<file path="config.mk">
export PLATFORM = sky130hd
export DESIGN_NAME = sfria_top
export DESIGN_NICKNAME = d
export VERILOG_FILES = /design/src/rtl/sfria_top.v
export VERILOG_INCLUDE_DIRS = /design/src /design/src/rtl
export SDC_FILE = /design/constraint.sdc
export NUM_CORES = 1
export LEC_CHECK = 0
export BUFFER_PORTS_ARGS = -buffer_cell sky130_fd_sc_hd__buf_2
export CAP_MARGIN = 10
export CORE_MARGIN = 3
export CORE_UTILIZATION = 40
export DETAILED_ROUTE_END_ITERATION = 16
export HOLD_SLACK_MARGIN = 0.02
export PLACE_DENSITY = 0.8
export SYNTH_ARGS = -nofsm -noshare
export SYNTH_HDL_FRONTEND = slang
export SYNTH_SLANG_ARGS = --single-unit
</file>
<file path="constraint.sdc">
create_clock -name clock -period 1.5 [get_ports clock]
set_input_delay 0.3 -clock clock [delete_from_list [all_inputs] [get_ports clock]]
set_output_delay 0.3 -clock clock [all_outputs]
set_load 0.01 [all_outputs]
</file>
<file path="src/rtl/sfria_defines.vh">
// Constants for the switch fabric reset and interrupt aggregator.
// Included by the design file; definitions only.
`ifndef SFRIA_DEFINES_VH
`define SFRIA_DEFINES_VH

`define SFRIA_AW               12
`define SFRIA_DW               32
`define SFRIA_ADDR_RESET       12'h001
`define SFRIA_ADDR_MASK        12'h004
`define SFRIA_ADDR_PEND        12'h005
`define SFRIA_ADDR_P0_VER      12'h400
`define SFRIA_ADDR_P1_VER      12'h800
`define SFRIA_ADDR_P2_VER      12'hC00
`define SFRIA_ADDR_SYS_STS     12'h010
`define SFRIA_ADDR_SYS_MASK    12'h011
`define SFRIA_NSRC             7
`define SFRIA_NRSV             2
`define SFRIA_NPORT            3
`define SFRIA_MASK_W           9
`define SFRIA_VER_W            12
`define SFRIA_BIT_RESET        0
`define SFRIA_BIT_BM           6
`define SFRIA_BIT_SWE          5
`define SFRIA_BIT_P2           2
`define SFRIA_BIT_P1           1
`define SFRIA_BIT_P0           0
`define SFRIA_MASK_RST         7'h7F
`define SFRIA_MASK_WMASK       9'h1FF
`define SFRIA_PEND_VALID       7'h67
`define SFRIA_SYS_BIT_FABRIC   0
`define SFRIA_ZERO32           32'h00000000

`endif

</file>
<file path="src/rtl/sfria_top.v">
// Switch fabric global control: fabric reset bit, global interrupt mask and
// pending aggregation, port MAC version registers, system interrupt summary.
// Assumes a single-cycle register port and level pending inputs from sub-units.
//
// Summary of operation
// - Reset bit one holds fabric in reset
// - Mask bit set blocks its source
// - Unmasked pending sets fabric summary bit
// - Pending bits update regardless of mask
// - Mask layout bits 6,5,2,1,0, reset masked
// - Pending bit 6 from buffer manager
// - Pending bit 5 from switch engine
// - Pending bits 2..0 from port MACs
// - Pending cleared on read, reset zero
// - Three ports share identical version layout
// - Read-only version registers per port MAC
//
// The plain strobed port was decided locally.
`timescale 1ns/1ps
`include "sfria_defines.vh"

module sfria_top #(
  parameter [3:0] DEVICE_TYPE  = 4'h1, // Arbitrary value
  parameter [3:0] CHIP_VERSION = 4'h1, // Arbitrary value
  parameter [3:0] REVISION     = 4'h1  // Arbitrary value
) (
  // Clock and reset
  input  wire                     clock,
  input  wire                     nrst,
  // Register port
  input  wire [`SFRIA_AW-1:0]     addr,
  input  wire [`SFRIA_DW-1:0]     wdata,
  input  wire                     wr,
  input  wire                     rd,
  output reg  [`SFRIA_DW-1:0]     rdata,
  // Sub-unit pending requests (any unmasked flag of each unit)
  input  wire                     buffer_mgr_source,
  input  wire                     switch_engine_source,
  input  wire                     port2_mac_source,
  input  wire                     port1_mac_source,
  input  wire                     port0_mac_source,
  // Fabric outputs
  output wire                     fabric_reset_bit,
  output wire                     fabric_summary,
  output wire                     irq
);

  // Fabric reset bit
  reg                       reset_r;
  reg                       reset_nxt;

  // System interrupt status and mask
  reg                       sys_sts_r;
  reg                       sys_sts_nxt;
  reg                       sys_mask_r;
  reg                       sys_mask_nxt;

  // Read path
  reg  [`SFRIA_DW-1:0]      rdata_nxt;
  reg  [`SFRIA_DW-1:0]      ver_rd;
  integer                   k;

  // Address decode
  wire                      hit_reset;
  wire                      hit_mask;
  wire                      hit_pend;
  wire                      hit_sys_sts;
  wire                      hit_sys_mask;
  wire [`SFRIA_NPORT-1:0]   hit_ver;

  // Write and read strobes
  wire                      wr_reset;
  wire                      wr_mask;
  wire                      wr_sys_sts;
  wire                      wr_sys_mask;
  wire                      rd_pend;
  wire                      sys_clr;
  wire                      sys_set;

  // Mask register and named mask bits
  wire [`SFRIA_MASK_W-1:0]  mask_w;
  wire                      mask_bm;
  wire                      mask_swe;
  wire                      mask_p2;
  wire                      mask_p1;
  wire                      mask_p0;
  wire [`SFRIA_NSRC-1:0]    mask_gate;

  // Pending and summary
  wire [`SFRIA_NSRC-1:0]    src;
  wire [`SFRIA_NSRC-1:0]    pend_w;
  wire [`SFRIA_NSRC-1:0]    unmasked;
  wire                      summary;

  // Version fields and per-port read words
  wire [3:0]                ver_type;
  wire [3:0]                ver_chip;
  wire [3:0]                ver_rev;
  wire [`SFRIA_VER_W-1:0]   ver_word;
  wire [`SFRIA_NPORT*`SFRIA_AW-1:0] ver_addr_tbl;
  wire [`SFRIA_NPORT*`SFRIA_DW-1:0] ver_rd_bus;

  // Read words with reserved bits zero, except mask reserved bits read as stored
  wire [`SFRIA_DW-1:0]      rd_mask_word;
  wire [`SFRIA_DW-1:0]      rd_pend_word;
  wire [`SFRIA_DW-1:0]      rd_sts_word;
  wire [`SFRIA_DW-1:0]      rd_smask_word;

  // Constant views of the defines
  localparam [`SFRIA_NSRC-1:0]   PEND_VALID = `SFRIA_PEND_VALID;
  localparam [`SFRIA_MASK_W-1:0] MASK_RST   = `SFRIA_MASK_WMASK;

  // Address decode
  assign hit_reset    = (addr == `SFRIA_ADDR_RESET);
  assign hit_mask     = (addr == `SFRIA_ADDR_MASK);
  assign hit_pend     = (addr == `SFRIA_ADDR_PEND);
  assign hit_sys_sts  = (addr == `SFRIA_ADDR_SYS_STS);
  assign hit_sys_mask = (addr == `SFRIA_ADDR_SYS_MASK);

  // Strobes qualified by address
  assign wr_reset     = wr & hit_reset;
  assign wr_mask      = wr & hit_mask;
  assign wr_sys_sts   = wr & hit_sys_sts;
  assign wr_sys_mask  = wr & hit_sys_mask;
  assign rd_pend      = rd & hit_pend;
  assign sys_clr      = wr_sys_sts & wdata[`SFRIA_SYS_BIT_FABRIC];

  // Mask layout, one bit per source
  assign mask_bm   = mask_w[`SFRIA_BIT_BM];
  assign mask_swe  = mask_w[`SFRIA_BIT_SWE];
  assign mask_p2   = mask_w[`SFRIA_BIT_P2];
  assign mask_p1   = mask_w[`SFRIA_BIT_P1];
  assign mask_p0   = mask_w[`SFRIA_BIT_P0];
  assign mask_gate = {mask_bm, mask_swe, {`SFRIA_NRSV{1'b1}}, mask_p2, mask_p1, mask_p0};

  // Sources in pending-register order
  assign src = {buffer_mgr_source, switch_engine_source, {`SFRIA_NRSV{1'b0}},
                port2_mac_source, port1_mac_source, port0_mac_source};

  // Reset bit is level, held until software writes zero
  always @* begin
    reset_nxt = reset_r;
    if (wr_reset) begin
      reset_nxt = wdata[`SFRIA_BIT_RESET];
    end
  end

  always @(posedge clock or negedge nrst) begin
    if (!nrst) begin
      reset_r <= 1'b0;
    end else begin
      reset_r <= reset_nxt;
    end
  end
  assign fabric_reset_bit = reset_r;

  // Mask register, one flop per bit
  // Reserved pairs stored as written; software keeps them ones
  genvar b;
  generate
    for (b = 0; b < `SFRIA_MASK_W; b = b + 1) begin : g_mask
      reg bit_r;
      reg bit_nxt;

      always @* begin
        bit_nxt = bit_r;
        if (wr_mask) begin
          bit_nxt = wdata[b];
        end
      end

      always @(posedge clock or negedge nrst) begin
        if (!nrst) begin
          bit_r <= MASK_RST[b];
        end else begin
          bit_r <= bit_nxt;
        end
      end

      assign mask_w[b] = bit_r;
    end
  endgenerate

  // One sticky flag per source, set wins over clear-on-read
  genvar s;
  generate
    for (s = 0; s < `SFRIA_NSRC; s = s + 1) begin : g_pend
      if (PEND_VALID[s]) begin : g_used
        reg  flag_r;
        reg  flag_nxt;
        wire set_evt;
        wire clr_evt;

        assign set_evt = src[s];
        assign clr_evt = rd_pend;

        // A source still high during the read keeps its flag
        always @* begin
          flag_nxt = flag_r;
          if (clr_evt) begin
            flag_nxt = 1'b0;
          end
          if (set_evt) begin
            flag_nxt = 1'b1;
          end
        end

        always @(posedge clock or negedge nrst) begin
          if (!nrst) begin
            flag_r <= 1'b0;
          end else begin
            flag_r <= flag_nxt;
          end
        end

        assign pend_w[s]   = flag_r;
        assign unmasked[s] = flag_r & ~mask_gate[s];
      end else begin : g_rsv
        // Reserved positions never pend
        assign pend_w[s]   = 1'b0;
        assign unmasked[s] = 1'b0;
      end
    end
  endgenerate

  // Summary follows OR of unmasked pending flags
  assign summary        = |unmasked;
  assign fabric_summary = summary;
  assign sys_set        = summary;

  // System status sticky bit, write one to clear
  always @* begin
    sys_sts_nxt = sys_sts_r;
    if (sys_set) begin
      sys_sts_nxt = 1'b1;
    end else if (sys_clr) begin
      sys_sts_nxt = 1'b0;
    end
  end

  // System mask bit enables the interrupt output
  always @* begin
    sys_mask_nxt = sys_mask_r;
    if (wr_sys_mask) begin
      sys_mask_nxt = wdata[`SFRIA_SYS_BIT_FABRIC];
    end
  end

  always @(posedge clock or negedge nrst) begin
    if (!nrst) begin
      sys_sts_r <= 1'b0;
    end else begin
      sys_sts_r <= sys_sts_nxt;
    end
  end

  always @(posedge clock or negedge nrst) begin
    if (!nrst) begin
      sys_mask_r <= 1'b0;
    end else begin
      sys_mask_r <= sys_mask_nxt;
    end
  end
  assign irq = sys_sts_r & sys_mask_r;

  // Same version word behind every port
  assign ver_type = DEVICE_TYPE;
  assign ver_chip = CHIP_VERSION;
  assign ver_rev  = REVISION;
  assign ver_word = {ver_type, ver_chip, ver_rev};

  // Register numbers of the three version registers
  assign ver_addr_tbl = {`SFRIA_ADDR_P2_VER, `SFRIA_ADDR_P1_VER, `SFRIA_ADDR_P0_VER};

  genvar p;
  generate
    for (p = 0; p < `SFRIA_NPORT; p = p + 1) begin : g_ver
      wire [`SFRIA_VER_W-1:0] word;

      assign word       = ver_word;
      assign hit_ver[p] = (addr == ver_addr_tbl[p*`SFRIA_AW +: `SFRIA_AW]);
      assign ver_rd_bus[p*`SFRIA_DW +: `SFRIA_DW] =
        hit_ver[p] ? {{(`SFRIA_DW-`SFRIA_VER_W){1'b0}}, word} : `SFRIA_ZERO32;
    end
  endgenerate

  // Merge per-port words
  always @* begin
    ver_rd = `SFRIA_ZERO32;
    for (k = 0; k < `SFRIA_NPORT; k = k + 1) begin
      ver_rd = ver_rd | ver_rd_bus[k*`SFRIA_DW +: `SFRIA_DW];
    end
  end

  // Read words with reserved bits zero, except mask reserved bits read as stored
  assign rd_mask_word  = {{(`SFRIA_DW-`SFRIA_MASK_W){1'b0}}, mask_w};
  assign rd_pend_word  = {{(`SFRIA_DW-`SFRIA_NSRC){1'b0}}, pend_w};
  assign rd_sts_word   = {{(`SFRIA_DW-1){1'b0}}, sys_sts_r};
  assign rd_smask_word = {{(`SFRIA_DW-1){1'b0}}, sys_mask_r};

  // Read multiplexer; unmapped and write-only addresses read zero
  always @* begin
    rdata_nxt = `SFRIA_ZERO32;
    if (rd) begin
      case (addr)
        `SFRIA_ADDR_RESET: begin
          rdata_nxt = `SFRIA_ZERO32;
        end
        `SFRIA_ADDR_MASK: begin
          rdata_nxt = rd_mask_word;
        end
        `SFRIA_ADDR_PEND: begin
          rdata_nxt = rd_pend_word;
        end
        `SFRIA_ADDR_P0_VER: begin
          rdata_nxt = ver_rd;
        end
        `SFRIA_ADDR_P1_VER: begin
          rdata_nxt = ver_rd;
        end
        `SFRIA_ADDR_P2_VER: begin
          rdata_nxt = ver_rd;
        end
        `SFRIA_ADDR_SYS_STS: begin
          rdata_nxt = rd_sts_word;
        end
        `SFRIA_ADDR_SYS_MASK: begin
          rdata_nxt = rd_smask_word;
        end
        default: begin
          rdata_nxt = `SFRIA_ZERO32;
        end
      endcase
    end
  end

  // Read data stand one cycle, zero otherwise
  always @(posedge clock or negedge nrst) begin
    if (!nrst) begin
      rdata <= `SFRIA_ZERO32;
    end else begin
      rdata <= rdata_nxt;
    end
  end

endmodule

</file>
==> flow_summary.ini, run 1 <==
[final_layout]
syn2layout_area_growth_pct = 25.6
drive_gt1_share_pct = 50.0
fin_cells = 218
utilization_pct = 54.0
final_nets = 228
stdcell_area_sq_mm = 0.00169
insertedDiodeCount = 0

[pwr]
leakage_uw = 0.000861
pwr-share-seq_pct = 53.6
p_sw_uw = 284
combPwrFrac_pct = 10.4
peakVddDrop_v = 0.000451
power.internal_uw = 1030
power.share.clock_pct = 36.0
powerDensity_mw_per_mm2 = 779
sw_frac_of_total_pct = 21.6

[cts]
cts_tree = yes
cts_made_buffers = 3
htreeDepth = 1
root_buffer = clkbuf_4
clock_latency_ps = 320
clk_pin_slew_ps = 140
cts.sinks = 26
clockBufferDepth = 2

[setup_path]
worstReg2RegStart = g_mask[0].bit_r$_DFFE_PN1P_
critPathKind = register to output pin
critPathBufInv = 2
critical_path.slowest_cell = dfstp_2
cp-end-kind = output pin
r2r_setup_slack_ps = -40
cp-start-kind = register
crit_chain = inv_2 > a222oi_1 > o221ai_1 > buf_2
path_max_fanout = 2
critPathTopFamily = flip-flops
rr_worst_depth = 5
crit_arrival_ps = 1620
slowest_delay_ps = 560
r2r_end = sys_sts_r$_DFFE_PN0P_
required_ps = 1200

[yosys]
synth_seq_cells = 26
syn_area_sq_mm = 0.00134
synth_xor_area_share_pct = 0
synth_mux_area_share_pct = 13.5
synth-compound-area-share_pct = 6.15
synthAdderAreaFrac_pct = 0
syn_area_per_cell_sq_um = 11.5
yosysUniqueCellTypes = 28
synth_warnings = 0
synthCells = 117
yosysSeqAreaShare_pct = 49.3
synth_top_family_by_area = simple AND/OR/NAND/NOR gates
synth-simple-area-share_pct = 15.7

[die]
die_area_sq_mm = 0.00409
fp-row-count = 20
die_w_um = 64.0
coreArea_sq_mm = 0.00313
start_util_pct = 43.0
io_pins = 88
die_h_um = 64.0

[route]
drt-total-wl_um = 2570
firstDrtPassIters = 5
drc = 0
ant_nets = 0
via_per_inst = 4.51
drt-initial-drc-count = 32
vias = 983
wl_per_cell_um = 11.8

[timing]
finalCritPeriodShare_pct = 128
max-slew-margin-rel_pct = 63.3
setup_viol = 3
fin_crit_ps = 1920
fin_skew_ps = 4.36
slew_viol_final = 0
rsz0062_at_grt = true
tns_ps = -460
fin_ws_ps = -421
final_hold_viol_count = 0
tightest_slew_ps = 550
fmax_mhz = 520

[placed_design]
dpl_cell_area_sq_mm = 0.00160
place.gp.congestion = 0.816
dp_hpwl_um = 2100
dp.cells = 212
portBuffers = 41

[global_routing]
grt_max_degree = 27
grt_usage_pct = 13.0
grt_pass1_vias = 981
antenna_found_initial = 0
grt_pass1_wl_um = 4250
grt_overflow_total = 0

[hold_path]
hold_depth = 2
hold_class = primary input to register
holdPathEnd = g_pend[5].g_used.flag_r$_DFFE_PN0P_
hp-start = switch_engine_source

[job]
cap_violations = 0

[outcome]
outcome = finished, violations left
violations = setup timing
==> final cells by class <==
cell class / count / area [sq um]
fillers: 290 / 1440
well taps: 44 / 55.1
clock inverters: 1 / 30.0
multi-input cells: 83 / 571
clock buffers: 3 / 22.5
flip-flops and latches: 26 / 662
inverters: 6 / 22.5
repair buffers: 55 / 325
==> sequential cells by signal, summed over array words and instances, names as in the netlist <==
signal,count
sys_sts_r,1
sys_mask_r,1
fabric_reset_bit,1
rdata,9
g_mask.bit_r,9
g_pend.g_used.flag_r,5
==> through the flow <==
stage / power [uW] / worst slack [ps] / hold slack [ps]
6_report: 1320 / -421 / 144
5_1_grt: 1380 / -498 / 124
3_3_place_gp: 847 / -338 / 315
2_1_floorplan: 814 / -167 / 4.41
4_1_cts: 1320 / -448 / 134
3_5_place_dp: 848 / -373 / 321
==> worst reg2reg max path, cell delays in order, from the launching register on <==
cell and delay (ps):
dfstp_2 560, inv_2 30, a222oi_1 300, o221ai_1 220, buf_4 180, a21o_1 150
==> synthesized netlist by cell type <==
cell	n	area (sq um)
nor4_4	1	21.3
nor2_1	5	18.8
inv_1	6	22.5
nor4_1	4	25.0
nand4b_1	1	8.76
nand3_1	2	10.0
and3_1	3	18.8
and3_2	1	7.51
nand2_4	1	11.3
mux2i_1	5	50.1
a41oi_1	1	8.76
a21oi_1	2	10.0
and2_1	1	6.26
or3b_2	1	8.76
buf_4	24	180
o221ai_1	1	8.76
conb_1	1	3.75
dfstp_2	9	236
a21o_1	6	45.0
mux2_4	2	30.0
or4_1	2	15.0
dfrtp_1	17	425
nor3_1	3	15.0
mux2_2	9	101
or4_4	1	11.3
nand4_1	3	18.8
nand2_1	4	15.0
a222oi_1	1	10.0
==> placed cells by master, fill, tap and decap left out, types with 2 or more instances in the layout <==
cell type | Yosys | routed
nand2_1 | 4 | 4
mux2_2 | 9 | 9
or4_4 | 1 | 2
mux2_4 | 2 | 2
mux2i_1 | 5 | 5
nor3_1 | 3 | 2
dfstp_2 | 9 | 9
inv_2 | 0 | 2
and3_1 | 3 | 3
dfrtp_1 | 17 | 17
nor4_1 | 4 | 4
a21o_1 | 6 | 6
a21oi_1 | 2 | 2
nand3_1 | 2 | 2
buf_6 | 0 | 2
clkbuf_4 | 0 | 3
conb_1 | 1 | 23
buf_2 | 0 | 39
nor2_1 | 5 | 5
buf_4 | 24 | 13
nand4_1 | 3 | 3
inv_1 | 6 | 4
==> worst max-delay path by stage <==
stage	from	end	slack, ps	depth (start not counted)
final	g_mask[0].bit_r$_DFFE_PN1P_	fabric_summary	-420	4
after global routing	g_mask[0].bit_r$_DFFE_PN1P_	fabric_summary	-500	4
after CTS	g_mask[0].bit_r$_DFFE_PN1P_	fabric_summary	-450	4
after detailed placement	addr[9]	g_mask[0].bit_r$_DFFE_PN1P_	-370	5
after global placement	addr[9]	g_mask[0].bit_r$_DFFE_PN1P_	-340	5
after floorplan	addr[9]	g_mask[0].bit_r$_DFFE_PN1P_	-170	4
==> metal layers <==
layer  wire, um  vias up  track usage [%]
li1           -      481                -
met1       1080      459             16.4
met2       1270       40             22.5
met3        194        3             2.46
met4         24        0             4.04
met5          0        -                0
==> timing repair <==
action	CTS	global route
setup buffers	2	0
cloned	0	0
hold endpoints to repair	17	0
endpoints found under the setup margin	5	16
hold buffers	1	0
gates resized for setup	2	3
pin swaps	1	0
==> power by group through the flow <==
stage	Combinational (uW)	Sequential (uW)	Clock, uW
2_1_floorplan	96.8	717	0
3_3_place_gp	130	717	0
3_5_place_dp	131	717	0
4_1_cts	135	705	482
5_1_grt	153	706	523
6_report	137	705	473
==> logic make-up after synthesis <==
| group | Yosys count |
|---|---|
| AOI/OAI and AO/OA | 11 |
| buffers and inverters | 30 |
| DFF | 26 |
| muxes | 16 |
| other | 1 |
| and+or+nand+nor | 33 |
Power figures use the tool's default switching activity.
==> run 2: changes to the inputs <==
--- a/config.mk
+++ b/config.mk
@@ -16,3 +16,4 @@
 export SYNTH_ARGS = -nofsm -noshare
 export SYNTH_HDL_FRONTEND = slang
 export SYNTH_SLANG_ARGS = --single-unit
+export TNS_END_PERCENT = 5
==> flow_summary.ini, run 2 (synthesis results as in run 1) <==
[hold_path]
hold_depth = 2
holdPathEnd = g_pend[1].g_used.flag_r$_DFFE_PN0P_
hold_class = primary input to register
hp-start = port1_mac_source

[timing]
slew_viol_final = 0
tightest_slew_ps = 543
max-slew-margin-rel_pct = 63.8
setup_viol = 4
tns_ps = -667
fin_skew_ps = 2.75
fin_crit_ps = 1920
fin_ws_ps = -416
fmax_mhz = 522
final_hold_viol_count = 0
fin_hold_ws_ps = 156
finalCritPeriodShare_pct = 128
rsz0062_at_grt = true

[die]
die_h_um = 64.0
coreArea_sq_mm = 0.00313
die_area_sq_mm = 0.00409
fp-row-count = 20
io_pins = 88
start_util_pct = 43.0
die_w_um = 64.0

[setup_path]
cp-end-kind = output pin
critical_path.slowest_cell = dfstp_2
cp-start-kind = register
critPathKind = register to output pin
cp-startpoint = g_mask[0].bit_r$_DFFE_PN1P_
r2r_end = sys_sts_r$_DFFE_PN0P_
rr_worst_depth = 7
crit_chain = inv_2 > a222oi_1 > o221ai_1 > buf_2
slowest_delay_ps = 570
required_ps = 1200
crit_arrival_ps = 1620
critPathBufInv = 2
r2r_setup_slack_ps = -230
worstReg2RegStart = g_mask[0].bit_r$_DFFE_PN1P_
critPathTopFamily = flip-flops
path_max_fanout = 2

[pwr]
peakVddDrop_v = 0.000363
power.share.clock_pct = 35.4
leakage_uw = 0.000883
pwr-share-seq_pct = 53.6
powerDensity_mw_per_mm2 = 762
p_sw_uw = 278
power.internal_uw = 1040
combPwrFrac_pct = 11.0
sw_frac_of_total_pct = 21.2

[final_layout]
top_regs = g_mask.bit_r (9), rdata (9), g_pend.g_used.flag_r (5)
final_nets = 232
fin_cells = 222
final_cell_mix = buf_2 (39), conb_1 (23), dfrtp_1 (17)
drive_gt1_share_pct = 50.6
seqCellArea_sq_um = 662
syn2layout_area_growth_pct = 28.4
final_common_cell = buf_2
insertedDiodeCount = 0
multi_input_area_sq_um = 571
num-fill-cells = 277

[placed_design]
dp_hpwl_um = 2150
post-place-ws_ps = -367
portBuffers = 41
place.gp.congestion = 0.809
dp.cells = 214

[cts]
clock_latency_ps = 310
cts_tree = yes
clockBufferDepth = 2
root_buffer = clkbuf_4
cts_made_buffers = 3
htreeDepth = 1
cts.sinks = 26
clk_pin_slew_ps = 130

[route]
firstDrtPassIters = 4
drc = 0
via_per_inst = 4.57
drt-initial-drc-count = 77
vias = 1014
wl_per_cell_um = 12.0
ant_nets = 0
drt-total-wl_um = 2670

[outcome]
outcome = finished, violations left
violations = setup timing

[global_routing]
grt_usage_pct = 13.4
grt_pass1_vias = 1021
grt_overflow_total = 0
grt_max_degree = 27
antenna_found_initial = 0
grt_pass1_wl_um = 4320

[job]
cap_violations = 0
run 2: power groups by stage:
stage	clock [uW]	combinational [uW]	sequential (uW)
floorplan	0	96.8	717
global placement	0	136	717
detailed placement	0	138	717
CTS	482	140	705
global route	516	160	706
finish	465	145	705
run 2: final cells by class:
type,count,area share (%)
Clock buffer,3,1.31
Clock inverter,1,1.74
Inverter,6,1.31
Multi-Input combinational cell,83,33.1
Sequential cell,26,38.4
Tap cell,44,3.19
Timing Repair Buffer,59,21.0
run 2: per-layer routing:
layer / part of all wire, % / wire (um) / global-route usage [%] / vias to the layer above
li1: - / - / - / 491
met1: 37 / 992 / 14.1 / 485
met2: 54 / 1430 / 25.2 / 38
met3: 9.1 / 243 / 4.04 / 0
met4: 0 / 0 / 4.04 / 0
met5: 0 / 0 / 0 / -
run 2: timing repair:
action                                  CTS  global route
hold endpoints to repair                 17             0
hold buffers                              1             0
resized for setup                         2             4
setup buffers                             2             1
endpoints found under the setup margin    4            15
pin swaps                                 2             3
run 2: metrics by stage:
stage	utilization (%)	instance area [sq um]	power (uW)
global route	55.2	1730	1380
finish	55.2	1730	1310
floorplan	-	1430	814
global placement	51.6	1620	854
CTS	54.2	1700	1330
detailed placement	51.6	1620	855
run 2: how the worst max path moves through the flow:
stage / end / slack (ps) / depth (start not counted)
global placement: g_mask[0].bit_r$_DFFE_PN1P_ / -320 / 5
CTS: fabric_summary / -430 / 4
detailed placement: g_mask[1].bit_r$_DFFE_PN1P_ / -370 / 5
floorplan: g_mask[0].bit_r$_DFFE_PN1P_ / -170 / 4
finish: fabric_summary / -420 / 4
global route: fabric_summary / -530 / 4
